===== config.mk =====
export PLATFORM = sky130hd
export DESIGN_NAME = pfs_input_sequencer
export DESIGN_NICKNAME = d
export VERILOG_FILES = /design/src/pfs_pkg.sv /design/src/pfs_cb_detect.sv /design/src/pfs_input_sequencer.sv /design/src/pfs_sync2.sv
export VERILOG_INCLUDE_DIRS = /design/src /design/src/src
export SDC_FILE = /design/constraint.sdc
export NUM_CORES = 1
export LEC_CHECK = 0
export BUFFER_PORTS_ARGS = -buffer_cell sky130_fd_sc_hd__buf_2
export CORE_UTILIZATION = 55
export DETAILED_ROUTE_END_ITERATION = 8
export GPL_TIMING_DRIVEN = 0
export PLACE_DENSITY = 0.77
export REMOVE_ABC_BUFFERS = 1
export SLEW_MARGIN = 20
export SYNTH_ARGS = -nofsm -noshare
export SYNTH_HDL_FRONTEND = slang
export SYNTH_SLANG_ARGS = --single-unit

===== constraint.sdc =====
create_clock -name i_clk -period 4.55 [get_ports i_clk]
set_input_delay 1.365 -clock i_clk [delete_from_list [all_inputs] [get_ports i_clk]]
set_output_delay 1.365 -clock i_clk [all_outputs]
set_load 0.005 [all_outputs]

===== src/pfs_map.svh =====
// Register map, field positions, encodings and timing for the input sequencer
`ifndef PFS_MAP_SVH
`define PFS_MAP_SVH

// Register byte addresses (one aligned 32-bit word each)
`define PFS_ADR_CTRL 8'h00
`define PFS_ADR_CABLE 8'h04
`define PFS_ADR_RAMP 8'h08
`define PFS_ADR_CURRENT 8'h0C
`define PFS_ADR_THRESH 8'h10
`define PFS_ADR_STATUS 8'h14
`define PFS_ADR_WORD 7:2

// CTRL fields
`define PFS_CTRL_TYPE 2:0
`define PFS_CTRL_LOOP 5:4
`define PFS_CTRL_ADC12 8
`define PFS_CTRL_RESTART 31

// CABLE fields
`define PFS_CABLE_PRE_EN 0
`define PFS_CABLE_PRE_KIND 2:1
`define PFS_CABLE_ACT_EN 4
`define PFS_CABLE_ACT_KIND 6:5

// RAMP, CURRENT and THRESH fields
`define PFS_RAMP_TIME 15:0
`define PFS_CUR_FWD 11:0
`define PFS_CUR_BWD 27:16
`define PFS_THRESH_VAL 11:0

// STATUS fields
`define PFS_STAT_DIN 7:0
`define PFS_STAT_SEL 10:8
`define PFS_STAT_CLAMP 14:12
`define PFS_STAT_BRK_PRE 16
`define PFS_STAT_BRK_ACT 17
`define PFS_STAT_LOOP 18
`define PFS_STAT_RUN 19

// Digital inputs: index 0 is input 1
`define PFS_DIN_LOW_ACTIVE 8'h03
`define PFS_DIN_START 0
`define PFS_DIN_STOP 1
`define PFS_DIN_ENABLE 2
`define PFS_DIN_LOOP_OFF 3
`define PFS_DIN_RAMP_OFF 4
`define PFS_DIN_SEL_LO 5
`define PFS_DIN_BACK 6
`define PFS_DIN_FWD 7
`define PFS_DIN_SEL 7:5
`define PFS_SYNC_RST 10'h003

// Controller type and loop mode encodings
`define PFS_TYPE_CLAMP 3'h6
`define PFS_LOOP_ON 2'h0
`define PFS_LOOP_OFF 2'h1
`define PFS_LOOP_EXT 2'h2

// Cable-break input kinds
`define PFS_KIND_VOLT 2'h0
`define PFS_KIND_CUR 2'h1
`define PFS_KIND_POT 2'h2

// Current-loop level below which a 4..20 mA line counts as open
`define PFS_CB_CUR_LEVEL 12'h19A
`define PFS_ADC10_MASK 12'hFFC
`define PFS_RAMP_ZERO 16'h0000

// Timing
`define PFS_CLK_PERIOD_NS 10
`define PFS_CB_DETECT_NS 100000000
`define PFS_CB_DETECT_CYC (`PFS_CB_DETECT_NS / `PFS_CLK_PERIOD_NS)
`define PFS_CB_CNT_W 24

`endif


===== src/pfs_pkg.sv =====
// Types shared by the input sequencer modules
package pfs_pkg;

    typedef enum logic [2:0] {
        PFS_CL_IDLE = 3'h0,
        PFS_CL_FWD = 3'h1,
        PFS_CL_REG = 3'h3,
        PFS_CL_BACK = 3'h2,
        PFS_CL_HOLD = 3'h6
    } pfs_clamp_type;

    typedef struct packed {
        logic ack;
        logic [31:0] rdat;
        logic [2:0] ctrl_type;
        logic [1:0] loop_mode;
        logic adc12;
        logic cb_pre_en;
        logic [1:0] cb_pre_kind;
        logic cb_act_en;
        logic [1:0] cb_act_kind;
        logic [15:0] ramp_time;
        logic [11:0] fwd_cur;
        logic [11:0] bwd_cur;
        logic [11:0] thresh;
        logic arm_done;
        logic pot_arm_pre;
        logic pot_arm_act;
        pfs_clamp_type clamp;
        logic [2:0] sel;
        logic run;
        logic loop_closed;
        logic ramp_bypass;
        logic sol_a_en;
        logic sol_b_en;
        logic direct_a;
        logic direct_b;
        logic [11:0] direct_cur;
        logic fault_led;
        logic error;
    } pfs_main_type;

endpackage : pfs_pkg


===== src/pfs_cb_detect.sv =====
// Cable-break qualifier: a break must persist for the detection time
`timescale 1ns/100ps
`include "pfs_map.svh"
module pfs_cb_detect #(
    parameter int DETECT_CYC = `PFS_CB_DETECT_CYC
) (
    input wire logic i_clk,
    input wire logic i_rst,
    input wire logic i_enable,
    input wire logic i_raw_break,
    output logic o_broken
);

    typedef struct packed {
        logic [`PFS_CB_CNT_W-1:0] cnt;
        logic broken;
    } pfs_cbd_type;

    localparam logic [`PFS_CB_CNT_W-1:0] LAST = `PFS_CB_CNT_W'(DETECT_CYC - 1);

    pfs_cbd_type q;
    pfs_cbd_type d;

    always_comb begin
        d = q;
        if (!i_enable || !i_raw_break) begin
            d.cnt = '0;
            d.broken = 1'b0;
        end else if (q.cnt == LAST) begin
            d.broken = 1'b1;
        end else begin
            // Outputs stay unblocked while the break is still being qualified
            d.cnt = q.cnt + 1'b1;
        end
    end

    always_ff @(posedge i_clk) begin
        if (i_rst) begin
            q <= '0;
        end else begin
            q <= d;
        end
    end

    assign o_broken = q.broken;

endmodule : pfs_cb_detect


===== src/pfs_input_sequencer.sv =====
// Digital input and mode sequencer of a pressure/flow valve controller
//
// Summary of operation
// - Inputs one and two are active low; inputs three to eight active high.
// - Analog samples keep 10 or 12 significant bits depending on card variant.
// - A detected cable break blocks the solenoids and raises fault lamp and error.
// - Break detection runs only when enabled and input is 4-20 mA or potentiometer.
// - Potentiometer break detection takes effect only after a restart.
// - A break is recognised after about 100 ms; until then outputs stay live.
// - While start is active the setpoint changes, source chosen by inputs six-eight.
// - With start inactive the current selection is held.
// - Start held permanently active adopts every selection change at once.
// - Stop active halts setpoint changes; releasing stop allows them again.
// - Solenoid motion is allowed only while enable input three is active.
// - Input four switches regulation off, giving an open-loop amplifier.
// - Input four acts only when the loop mode is external.
// - Input five bypasses the setpoint ramp.
// - A ramp time of zero disables the ramp without input five.
// - Controller type sets the meaning of inputs six to eight; type 6 is clamping.
// - In clamping mode input six selects the single profile over the external preset.
// - Clamping input seven drives the unloading solenoid open-loop at backward current.
// - Clamping input eight drives open-loop until the threshold, then regulates.
// - After backward release both valves stay off until forward is re-applied or backward is applied again.
// - External mode regulates with input four inactive, open loop when active.
// - The error output is active whenever any error is present.
`timescale 1ns/100ps
`include "pfs_map.svh"
module pfs_input_sequencer #(
    parameter int CB_DETECT_CYC = `PFS_CB_DETECT_CYC
) (
    input wire logic i_clk,
    input wire logic i_rst,
    input wire logic i_wb_cyc,
    input wire logic i_wb_stb,
    input wire logic i_wb_we,
    input wire logic [7:0] i_wb_adr,
    input wire logic [3:0] i_wb_sel,
    input wire logic [31:0] i_wb_dat,
    output logic [31:0] o_wb_dat,
    output logic o_wb_ack,
    input wire logic [7:0] i_din,
    input wire logic i_pot_break_pre,
    input wire logic i_pot_break_act,
    input wire logic [11:0] i_adc_preset,
    input wire logic [11:0] i_adc_actual,
    output logic o_setpoint_run,
    output logic [2:0] o_setpoint_sel,
    output logic o_loop_closed,
    output logic o_ramp_bypass,
    output logic o_sol_a_en,
    output logic o_sol_b_en,
    output logic o_direct_a,
    output logic o_direct_b,
    output logic [11:0] o_direct_cur,
    output logic o_fault_led,
    output logic o_error
);

    pfs_pkg::pfs_main_type q;
    pfs_pkg::pfs_main_type d;

    logic [9:0] pins_sync;
    logic [7:0] din_act;
    logic [11:0] pre_samp;
    logic [11:0] act_samp;
    logic pre_raw;
    logic act_raw;
    logic pre_det_en;
    logic act_det_en;
    logic brk_pre;
    logic brk_act;
    logic fault;

    function automatic logic [31:0] pfs_merge(input logic [31:0] old_v,
                                              input logic [31:0] new_v,
                                              input logic [3:0] sel);
        logic [31:0] m;
        m = {{8{sel[3]}}, {8{sel[2]}}, {8{sel[1]}}, {8{sel[0]}}};
        return (old_v & ~m) | (new_v & m);
    endfunction : pfs_merge

    // Pins come from switches or a controller outside this clock
    pfs_sync2 #(
        .W(10),
        .RST_VAL(`PFS_SYNC_RST)
    ) u_sync (
        .i_clk(i_clk),
        .i_rst(i_rst),
        .i_async({i_pot_break_act, i_pot_break_pre, i_din}),
        .o_sync(pins_sync)
    );

    assign din_act = pins_sync[7:0] ^ `PFS_DIN_LOW_ACTIVE;

    // A 10-bit converter leaves the two lowest bits without meaning
    assign pre_samp = q.adc12 ? i_adc_preset : (i_adc_preset & `PFS_ADC10_MASK);
    assign act_samp = q.adc12 ? i_adc_actual : (i_adc_actual & `PFS_ADC10_MASK);

    always_comb begin
        pre_raw = ((q.cb_pre_kind == `PFS_KIND_CUR) && (pre_samp < `PFS_CB_CUR_LEVEL))
                  || ((q.cb_pre_kind == `PFS_KIND_POT) && pins_sync[8]);
        act_raw = ((q.cb_act_kind == `PFS_KIND_CUR) && (act_samp < `PFS_CB_CUR_LEVEL))
                  || ((q.cb_act_kind == `PFS_KIND_POT) && pins_sync[9]);
        pre_det_en = q.cb_pre_en && ((q.cb_pre_kind == `PFS_KIND_CUR)
                     || ((q.cb_pre_kind == `PFS_KIND_POT) && q.pot_arm_pre));
        act_det_en = q.cb_act_en && ((q.cb_act_kind == `PFS_KIND_CUR)
                     || ((q.cb_act_kind == `PFS_KIND_POT) && q.pot_arm_act));
    end

    pfs_cb_detect #(
        .DETECT_CYC(CB_DETECT_CYC)
    ) u_cb_pre (
        .i_clk(i_clk),
        .i_rst(i_rst),
        .i_enable(pre_det_en),
        .i_raw_break(pre_raw),
        .o_broken(brk_pre)
    );

    pfs_cb_detect #(
        .DETECT_CYC(CB_DETECT_CYC)
    ) u_cb_act (
        .i_clk(i_clk),
        .i_rst(i_rst),
        .i_enable(act_det_en),
        .i_raw_break(act_raw),
        .o_broken(brk_act)
    );

    assign fault = brk_pre | brk_act;

    always_comb begin
        logic req;
        logic is_clamp;
        logic start_ok;
        logic ext_loop;
        logic energise;
        logic [2:0] want_sel;
        logic [7:0] word;
        logic [31:0] img_ctrl;
        logic [31:0] img_cable;
        logic [31:0] img_ramp;
        logic [31:0] img_cur;
        logic [31:0] img_thr;
        logic [31:0] img_stat;
        logic [31:0] w;
        req = 1'b0;
        is_clamp = 1'b0;
        start_ok = 1'b0;
        ext_loop = 1'b0;
        energise = 1'b0;
        want_sel = '0;
        word = '0;
        img_ctrl = '0;
        img_cable = '0;
        img_ramp = '0;
        img_cur = '0;
        img_thr = '0;
        img_stat = '0;
        w = '0;
        d = q;

        // Register images as software sees them
        img_ctrl[`PFS_CTRL_TYPE] = q.ctrl_type;
        img_ctrl[`PFS_CTRL_LOOP] = q.loop_mode;
        img_ctrl[`PFS_CTRL_ADC12] = q.adc12;
        img_cable[`PFS_CABLE_PRE_EN] = q.cb_pre_en;
        img_cable[`PFS_CABLE_PRE_KIND] = q.cb_pre_kind;
        img_cable[`PFS_CABLE_ACT_EN] = q.cb_act_en;
        img_cable[`PFS_CABLE_ACT_KIND] = q.cb_act_kind;
        img_ramp[`PFS_RAMP_TIME] = q.ramp_time;
        img_cur[`PFS_CUR_FWD] = q.fwd_cur;
        img_cur[`PFS_CUR_BWD] = q.bwd_cur;
        img_thr[`PFS_THRESH_VAL] = q.thresh;
        img_stat[`PFS_STAT_DIN] = din_act;
        img_stat[`PFS_STAT_SEL] = q.sel;
        img_stat[`PFS_STAT_CLAMP] = q.clamp;
        img_stat[`PFS_STAT_BRK_PRE] = brk_pre;
        img_stat[`PFS_STAT_BRK_ACT] = brk_act;
        img_stat[`PFS_STAT_LOOP] = q.loop_closed;
        img_stat[`PFS_STAT_RUN] = q.run;

        // Wishbone slave: one wait state, ack dropped the cycle after it
        req = i_wb_cyc && i_wb_stb && !q.ack;
        word = {i_wb_adr[`PFS_ADR_WORD], 2'b00};
        d.ack = req;
        if (req && !i_wb_we) begin
            case (word)
                `PFS_ADR_CTRL: d.rdat = img_ctrl;
                `PFS_ADR_CABLE: d.rdat = img_cable;
                `PFS_ADR_RAMP: d.rdat = img_ramp;
                `PFS_ADR_CURRENT: d.rdat = img_cur;
                `PFS_ADR_THRESH: d.rdat = img_thr;
                `PFS_ADR_STATUS: d.rdat = img_stat;
                default: d.rdat = '0;
            endcase
        end
        if (req && i_wb_we) begin
            case (word)
                `PFS_ADR_CTRL: begin
                    w = pfs_merge(img_ctrl, i_wb_dat, i_wb_sel);
                    d.ctrl_type = w[`PFS_CTRL_TYPE];
                    d.loop_mode = w[`PFS_CTRL_LOOP];
                    d.adc12 = w[`PFS_CTRL_ADC12];
                    // A restart re-reads the potentiometer break enables
                    if (w[`PFS_CTRL_RESTART]) begin
                        d.arm_done = 1'b0;
                    end
                end
                `PFS_ADR_CABLE: begin
                    w = pfs_merge(img_cable, i_wb_dat, i_wb_sel);
                    d.cb_pre_en = w[`PFS_CABLE_PRE_EN];
                    d.cb_pre_kind = w[`PFS_CABLE_PRE_KIND];
                    d.cb_act_en = w[`PFS_CABLE_ACT_EN];
                    d.cb_act_kind = w[`PFS_CABLE_ACT_KIND];
                end
                `PFS_ADR_RAMP: begin
                    w = pfs_merge(img_ramp, i_wb_dat, i_wb_sel);
                    d.ramp_time = w[`PFS_RAMP_TIME];
                end
                `PFS_ADR_CURRENT: begin
                    w = pfs_merge(img_cur, i_wb_dat, i_wb_sel);
                    d.fwd_cur = w[`PFS_CUR_FWD];
                    d.bwd_cur = w[`PFS_CUR_BWD];
                end
                `PFS_ADR_THRESH: begin
                    w = pfs_merge(img_thr, i_wb_dat, i_wb_sel);
                    d.thresh = w[`PFS_THRESH_VAL];
                end
                default: begin
                    w = '0;
                end
            endcase
        end

        // Potentiometer detection arms only on the first cycle after reset or a restart
        if (!q.arm_done) begin
            d.arm_done = 1'b1;
            d.pot_arm_pre = q.cb_pre_en && (q.cb_pre_kind == `PFS_KIND_POT);
            d.pot_arm_act = q.cb_act_en && (q.cb_act_kind == `PFS_KIND_POT);
        end

        // Setpoint selection and run gating
        is_clamp = (q.ctrl_type == `PFS_TYPE_CLAMP);
        want_sel = is_clamp ? {2'b00, din_act[`PFS_DIN_SEL_LO]} : din_act[`PFS_DIN_SEL];
        start_ok = din_act[`PFS_DIN_START] && !din_act[`PFS_DIN_STOP];
        d.run = start_ok;
        if (start_ok) begin
            d.sel = want_sel;
        end else begin
            d.sel = q.sel;
        end

        // Clamping sequence; leaves it idle in every other controller type
        if (!is_clamp || !din_act[`PFS_DIN_ENABLE]) begin
            d.clamp = pfs_pkg::PFS_CL_IDLE;
        end else begin
            case (q.clamp)
                pfs_pkg::PFS_CL_IDLE: begin
                    if (din_act[`PFS_DIN_BACK]) begin
                        d.clamp = pfs_pkg::PFS_CL_BACK;
                    end else if (din_act[`PFS_DIN_FWD]) begin
                        d.clamp = pfs_pkg::PFS_CL_FWD;
                    end
                end
                pfs_pkg::PFS_CL_FWD: begin
                    if (din_act[`PFS_DIN_BACK]) begin
                        d.clamp = pfs_pkg::PFS_CL_BACK;
                    end else if (!din_act[`PFS_DIN_FWD]) begin
                        d.clamp = pfs_pkg::PFS_CL_IDLE;
                    end else if (act_samp >= q.thresh) begin
                        d.clamp = pfs_pkg::PFS_CL_REG;
                    end
                end
                pfs_pkg::PFS_CL_REG: begin
                    if (din_act[`PFS_DIN_BACK]) begin
                        d.clamp = pfs_pkg::PFS_CL_BACK;
                    end else if (!din_act[`PFS_DIN_FWD]) begin
                        d.clamp = pfs_pkg::PFS_CL_IDLE;
                    end
                end
                pfs_pkg::PFS_CL_BACK: begin
                    if (!din_act[`PFS_DIN_BACK]) begin
                        d.clamp = pfs_pkg::PFS_CL_HOLD;
                    end
                end
                pfs_pkg::PFS_CL_HOLD: begin
                    // Forward must drop before it can start a new sequence
                    if (din_act[`PFS_DIN_BACK]) begin
                        d.clamp = pfs_pkg::PFS_CL_BACK;
                    end else if (!din_act[`PFS_DIN_FWD]) begin
                        d.clamp = pfs_pkg::PFS_CL_IDLE;
                    end
                end
                default: begin
                    d.clamp = pfs_pkg::PFS_CL_IDLE;
                end
            endcase
        end

        // Loop mode: external mode hands the choice to input four
        case (q.loop_mode)
            `PFS_LOOP_ON: ext_loop = 1'b1;
            `PFS_LOOP_EXT: ext_loop = !din_act[`PFS_DIN_LOOP_OFF];
            default: ext_loop = 1'b0;
        endcase
        d.loop_closed = ext_loop && (!is_clamp || (d.clamp == pfs_pkg::PFS_CL_REG));
        d.ramp_bypass = din_act[`PFS_DIN_RAMP_OFF] || (q.ramp_time == `PFS_RAMP_ZERO);

        // Solenoid release: enable present, no fault, and in clamping type a clamp sequence active
        energise = din_act[`PFS_DIN_ENABLE] && !fault
                   && (!is_clamp || (d.clamp == pfs_pkg::PFS_CL_FWD)
                       || (d.clamp == pfs_pkg::PFS_CL_REG)
                       || (d.clamp == pfs_pkg::PFS_CL_BACK));
        d.sol_a_en = energise && !(is_clamp && (d.clamp == pfs_pkg::PFS_CL_BACK));
        d.sol_b_en = energise && !(is_clamp && (d.clamp == pfs_pkg::PFS_CL_FWD));
        d.direct_a = energise && is_clamp && (d.clamp == pfs_pkg::PFS_CL_FWD);
        d.direct_b = energise && is_clamp && (d.clamp == pfs_pkg::PFS_CL_BACK);
        if (d.direct_b) begin
            d.direct_cur = q.bwd_cur;
        end else if (d.direct_a) begin
            d.direct_cur = q.fwd_cur;
        end else begin
            d.direct_cur = '0;
        end
        d.fault_led = fault;
        d.error = fault;
    end

    always_ff @(posedge i_clk) begin
        if (i_rst) begin
            q <= '0;
        end else begin
            q <= d;
        end
    end

    assign o_wb_dat = q.rdat;
    assign o_wb_ack = q.ack;
    assign o_setpoint_run = q.run;
    assign o_setpoint_sel = q.sel;
    assign o_loop_closed = q.loop_closed;
    assign o_ramp_bypass = q.ramp_bypass;
    assign o_sol_a_en = q.sol_a_en;
    assign o_sol_b_en = q.sol_b_en;
    assign o_direct_a = q.direct_a;
    assign o_direct_b = q.direct_b;
    assign o_direct_cur = q.direct_cur;
    assign o_fault_led = q.fault_led;
    assign o_error = q.error;

endmodule : pfs_input_sequencer


===== src/pfs_sync2.sv =====
// Two-flop synchroniser for a group of asynchronous input pins
`timescale 1ns/100ps
module pfs_sync2 #(
    parameter int W = 10,
    parameter logic [W-1:0] RST_VAL = '0
) (
    input wire logic i_clk,
    input wire logic i_rst,
    input wire logic [W-1:0] i_async,
    output logic [W-1:0] o_sync
);

    typedef struct packed {
        logic [W-1:0] s1;
        logic [W-1:0] s2;
    } pfs_sync_type;

    pfs_sync_type q;
    pfs_sync_type d;

    always_comb begin
        d.s1 = i_async;
        d.s2 = q.s1;
    end

    always_ff @(posedge i_clk) begin
        if (i_rst) begin
            q.s1 <= RST_VAL;
            q.s2 <= RST_VAL;
        end else begin
            q <= d;
        end
    end

    assign o_sync = q.s2;

endmodule : pfs_sync2

==> impl_results.md, run 1 <==
- CTS buffer count: 17
- Sequential area share after synthesis: 0.453
- Clock share of power: 0.447
- Drt wl/cell: between 15 and 20 um
- Sequential Power Share: 0.513
- Synth warnings: 0
- Worst Path Max Fanout: 14
- Area of the core: 0.0151 mm^2
- P&R area growth vs syn: 11.3%
- Vias in the first global route: roughly 6100
- Slew @ Worst Pin: 1.02 ns
- Clock Skews: 0.00956 ns
- Share of cells above drive strength 1: 0.205
- Gpl congestion: between 0.8 and 0.9
- Post-synthesis cell count: 898
- Pin count of the biggest net entering global routing: approximately 110
- Req. time, crit path: around 4.9 ns
- P per Cell Area: about 350 mW/mm^2
- Post-synth top cells: 192 x dfxtp_1, 152 x nor2_1, 78 x mux2i_1
- Total global-route track usage: 0.247
- VDD IR-drop max: around 0.27 mV
- CP Class: in -> reg
- Synthesized area: 0.00849 mm^2
- Final Critical Period: between 3 and 4 ns
- Final Net Count: between 1000 and 1500
- Cell variety after synth: between 60 and 70
- #FFs+latches synth: 192
- Clock buffer depth: 2
- Die Y: 126 um
- Final Hold Viols: 0
- Final setup viols: 0
- Worst slew margin: 0.318
- DRT antenna net count: 0
- Area share of the largest cell type after synthesis: 0.453
- DIE AREA: roughly 0.016 mm^2
- Clock Pin Slew Worst Setup and Hold Paths: roughly 0.07 ns
- Post-Layout Cell Count: 1165
- Hold Slack: 0.409 ns
- Number of I/O port buffers: 129
- Status: complete, no violations
- Critical path arrival: between 3 and 4 ns
- First-pass GRT wire length: ~30000 um
- Core Util, Final: 0.624
- # H-tree levels: 4
- Cts repair resizes: 0
- # DRC: 0
- Antenna violations before repair: 0
- Post-CTS Setup Bufs: 0
- Cell taking the most area after synthesis: dfxtp_1
- CTS tree: built
- Die width: 126 um
- NetSw: roughly 760 uW
- Combinational share of power: 0.041
- Main flop type after synthesis: dfxtp_1
- Number of placed cells counting well taps: between 1000 and 1500
- HPWL after DPL: ~14000 um
- Antenna fix cells: 0
- Sw Ratio: 0.227
- Initial drt markers: between 500 and 600
- TritonRoute pass-1 iters: 5
- Synth async-reset ratio: 0
- Final period util: 0.660
- Mean post-synth cell area: ~9.5 um^2
- Clock root buffer: clkbuf_16
- Rows: 45
- Peak Freq: approximately 330 MHz
- Internal cell power: about 2600 uW
- Setup crit start kind: primary input
- Clk Latency, worst-skew pair: approximately 0.43 ns
- Count leader, synth: dfxtp_1
- Maxcap violations: 0
- Clock Sinks: ~190
- Setup TNS: 0 ns
- Initial core utilization: 0.561
- I/O Pins: 140
- Leak: between 0.003 and 0.004 uW
- RSZ-0062 raised after global routing: no
- Tightest Hold Check Type: reg -> reg
- Gr ovfl total: 0
- CTS Hold Bufs: 0
- Vias per inst: 5.62
- CP Capture Type: register
- Final Max Slew Viols: 0
- Ranking of synthesized cells by area: dfxtp_1 45%, mux2i_1 9.2%, nor2_1 6.7%
- Drt total wl: a little under 20000 um
- Post-synth EDFFs: 0
- Via count: 6543
final cells by class:
type / count / area, um^2
clock buffers: 18 / 429
multi-input cells: 602 / 4030
well taps: 188 / 235
flip-flops and latches: 192 / 3840
repair buffers: 130 / 679
fillers: 1266 / 5700
inverters: 21 / 78.8
clock inverters: 14 / 158
cell families (layout without fill, tap and decap cells):
family / Yosys count / count (layout) / synth area share
adder cells (fa/ha/maj): 14 / 14 / 0.0206
XOR/XNOR: 42 / 42 / 0.0433
flip-flops: 192 / 192 / 0.453
multiplexers: 78 / 78 / 0.0920
AO/OA/AOI/OAI: 103 / 103 / 0.0855
buffers and inverters: 107 / 183 / 0.0766
AND/OR/NAND/NOR: 361 / 361 / 0.229
other: 1 / 4 / 0.000442
per-stage QoR:
stage	cell area (um^2)	setup slack [ns]	total power (uW)
2_1_floorplan	7930	1.55	1780
3_3_place_gp	8810	-0.709	1870
3_5_place_dp	8860	1.15	1880
4_1_cts	9450	1.59	3340
5_1_grt	9450	1.50	3430
6_report	9450	1.55	3320
path summary, 6_finish.rpt:
kind | startpoint | end | slack, ns | cells past startpoint
max | i_adc_actual[9] | o_direct_cur[5] | 1.55 | 8
min | u_sync.d[1] | u_sync.o_sync[1] | 0.41 | 1
max reg2reg | register | o_direct_cur[5] | 2.13 | 8
min reg2reg | u_sync.d[1] | u_sync.o_sync[1] | 0.41 | 1
critical path, stage by stage:
cell	delay, ns
buf_2	0.12
ha_1	0.30
a21o_1	0.16
a21o_1	0.17
a221oi_1	0.27
o21ai_1	0.18
nand2b_1	0.49
a32o_1	0.29
placed cells by master (no fill, tap or decap), drive strengths merged, types with 12 or more instances in the layout:
cell / instances
a211oi: 14
a21oi: 31
a32o: 12
buf: 130
clkbuf: 18
dfxtp: 192
ha: 14
inv: 25
mux2i: 78
nand2: 56
nand3: 32
nand4: 18
nor2: 162
nor2b: 20
nor3: 14
xor2: 33
layer usage:
metal,global-route usage,vias up,wire [um]
li1,-,3207,-
met3,0.0510,43,940
met4,0.117,0,582
met2,0.410,201,9340
met1,0.307,3092,8370
met5,0,-,0
power by group through the flow:
stage                     registers [uW]  clock network [uW]  logic, uW
after floorplan                     1740                   0       45.9
after global placement              1740                   0        129
after detailed placement            1740                   0        134
after CTS                           1700                1510        135
after global routing                1700                1580        146
final                               1700                1480        136
Power figures use the tool's default switching activity.
==> inputs of run 2 (changes only) <==
- CORE_UTILIZATION: 55 -> 51
- PLACE_DENSITY: 0.77 -> 0.75
- clock period: 4.55 -> 2.6 ns (I/O delays scaled with it)
==> impl_results.md, run 2 (synthesis results as in run 1) <==
- Status: complete, no violations
- Critical path arrival: about 2.7 ns
- DRT antenna net count: 0
- Gpl congestion: approximately 0.85
- CP Depth: 7
- Final setup viols: 0
- DIE AREA: between 0.015 and 0.02 mm^2
- Met3 WL post-DR: 963 um
- Antenna violations before repair: 0
- Clock buffer depth: 2
- RSZ-0062 raised after global routing: no
- Clock Sinks: 192
- P per Cell Area: just under 600 mW/mm^2
- Share of cells above drive strength 1: 0.205
- TritonRoute pass-1 iters: 5
- Max incr delay on CP: approximately 0.58 ns
- P&R area growth vs syn: 11.2%
- Commonest non-fill, non-tap cell in the layout: dfxtp_1
- CP Class: in -> reg
- Post-CTS Setup Bufs: 0
- Tightest Hold Check Type: reg -> reg
- Drt wl/cell: roughly 16 um
- Clock Skews: around 0.010 ns
- Worst reg-to-reg path cell count: 8
- CTS buffer count: 17
- Final Critical Period: between 2 and 2.5 ns
- # H-tree levels: 4
- Number of placed cells counting well taps: roughly 1200
- Dpl ws: -0.193 ns
- Highest metal used: met4
- Combinational share of power: 0.042
- Die width: 131 um
- Fin area: roughly 0.0094 mm^2
- CTS tree: built
- Sw Ratio: 0.228
- # DRC: 0
- Clock share of power: 0.428
- Final Max Slew Viols: 0
- Maxcap violations: 0
- Leak: between 0.003 and 0.004 uW
- Initial core utilization: 0.529
- Vias per inst: roughly 5.4
- CP max-delay cell: nor2_2
- NetSw: roughly 1300 uW
- Internal cell power: between 4000 and 5000 uW
- First-pass GRT wire length: ~30000 um
- Worst Path Max Fanout: 13
- Worst path cell trace: buf_2 -> nor3_4 -> nand2_1 -> nor2_2 -> nand3_2 -> mux2i_1 -> nor2_1
- Highest-count cells in the layout ignoring fill and taps: 192 x dfxtp_1, 151 x nor2_1, 128 x buf_2
- Vias in the first global route: just over 6000
- Critical path's top delay family: simple AND/OR/NAND/NOR gates
- Cts repair resizes: 0
- Gr ovfl total: 0
- Peak Freq: between 400 and 500 MHz
- WP buf/inv: 1
- Final WS setup: 0.173 ns
- I/O Pins: 140
- HPWL after DPL: ~14000 um
- Worst slew margin: 0.328
- Post-Layout Cell Count: roughly 1200
- Clk Latency, worst-skew pair: 0.43 ns
- WL met1: 8480 um
- CTS Hold Bufs: 0
- WHS Path Cells: 1
- Area of the core: 0.0161 mm^2
- Pin count of the biggest net entering global routing: between 90 and 100
- Via count: roughly 6500
- Met2 routed WL: 9510 um
- Clock Pin Slew Worst Setup and Hold Paths: about 0.070 ns
- Number of I/O port buffers: 129
- Rows: between 40 and 50
- Final Hold Viols: 0
- Clock root buffer: clkbuf_16
- Drt total wl: 19200 um
- Initial drt markers: 439
- Final Net Count: 1061
- CP Capture Type: register
- Final period util: 0.934
- Fillers: 1460
- Total global-route track usage: 0.232
- Die Y: 131 um
- Setup crit start kind: primary input
- Cell area after placement: between 0.008 and 0.009 mm^2
- VDD IR-drop max: around 0.46 mV
- Slew @ Worst Pin: 1.01 ns
- Sequential Power Share: 0.530
- Req. time, crit path: 2.91 ns
run 2: cell types whose count changed in the layout (fill, tap and decap cells not counted), sizes merged:
cell	previous run	this run
diode	0	1
inv	25	24
bufinv	2	0
clkinv	4	8
clkbuf	18	20
clkinvlp	4	1
run 2: final timing paths:
path / start / end / slack (ns)
hold / removal: u_sync.d[0] / u_sync.o_sync[0] / 0.41
setup reg to reg: register / o_direct_cur[3] / 0.22
setup / recovery: i_wb_adr[5] / register / 0.17
hold reg to reg: u_sync.d[0] / u_sync.o_sync[0] / 0.41
run 2: power groups by stage:
stage	combinational, uW	clock (uW)	sequential (uW)
after CTS	236	2430	2980
after floorplan	80.3	0	3040
after global placement	225	0	3050
after global routing	257	2560	2980
final	235	2400	2980
after detailed placement	234	0	3050
run 2: final cells by class:
type	count	area [um^2]	area share
flip-flops and latches	192	3840	0.407
well taps	216	270	0.0286
inverters	21	78.8	0.00835
repair buffers	130	679	0.0720
multi-input cells	602	4030	0.426
clock buffers	20	457	0.0484
diodes	1	2.50	0.000265
clock inverters	12	83.8	0.00888
run 2: worst register-to-register path: stages (launching register included):
cell	delay [ns]
dfxtp_1	0.45
nand2_1	0.10
ha_1	0.27
nand2b_1	0.13
a211o_1	0.29
a21oi_1	0.16
o21ai_1	0.15
nand2b_1	0.47
a32o_1	0.30
run 2: per-layer routing:
metal  up-vias  track usage
met5         -            0
met2       163        0.397
li1       3199            -
met3        24       0.0517
met1      3096        0.293
met4         0       0.0642
run 2: metrics by stage:
step	power (uW)	utilization	TNS, ns	hold WS, ns
global placement	3270	0.551	-122.38	0.391
detailed placement	3280	0.554	-5.47	0.394
CTS	5650	0.588	0	0.410
finish	5620	0.588	0	0.410
global route	5800	0.588	0	0.422
floorplan	3120	-	0	0.389
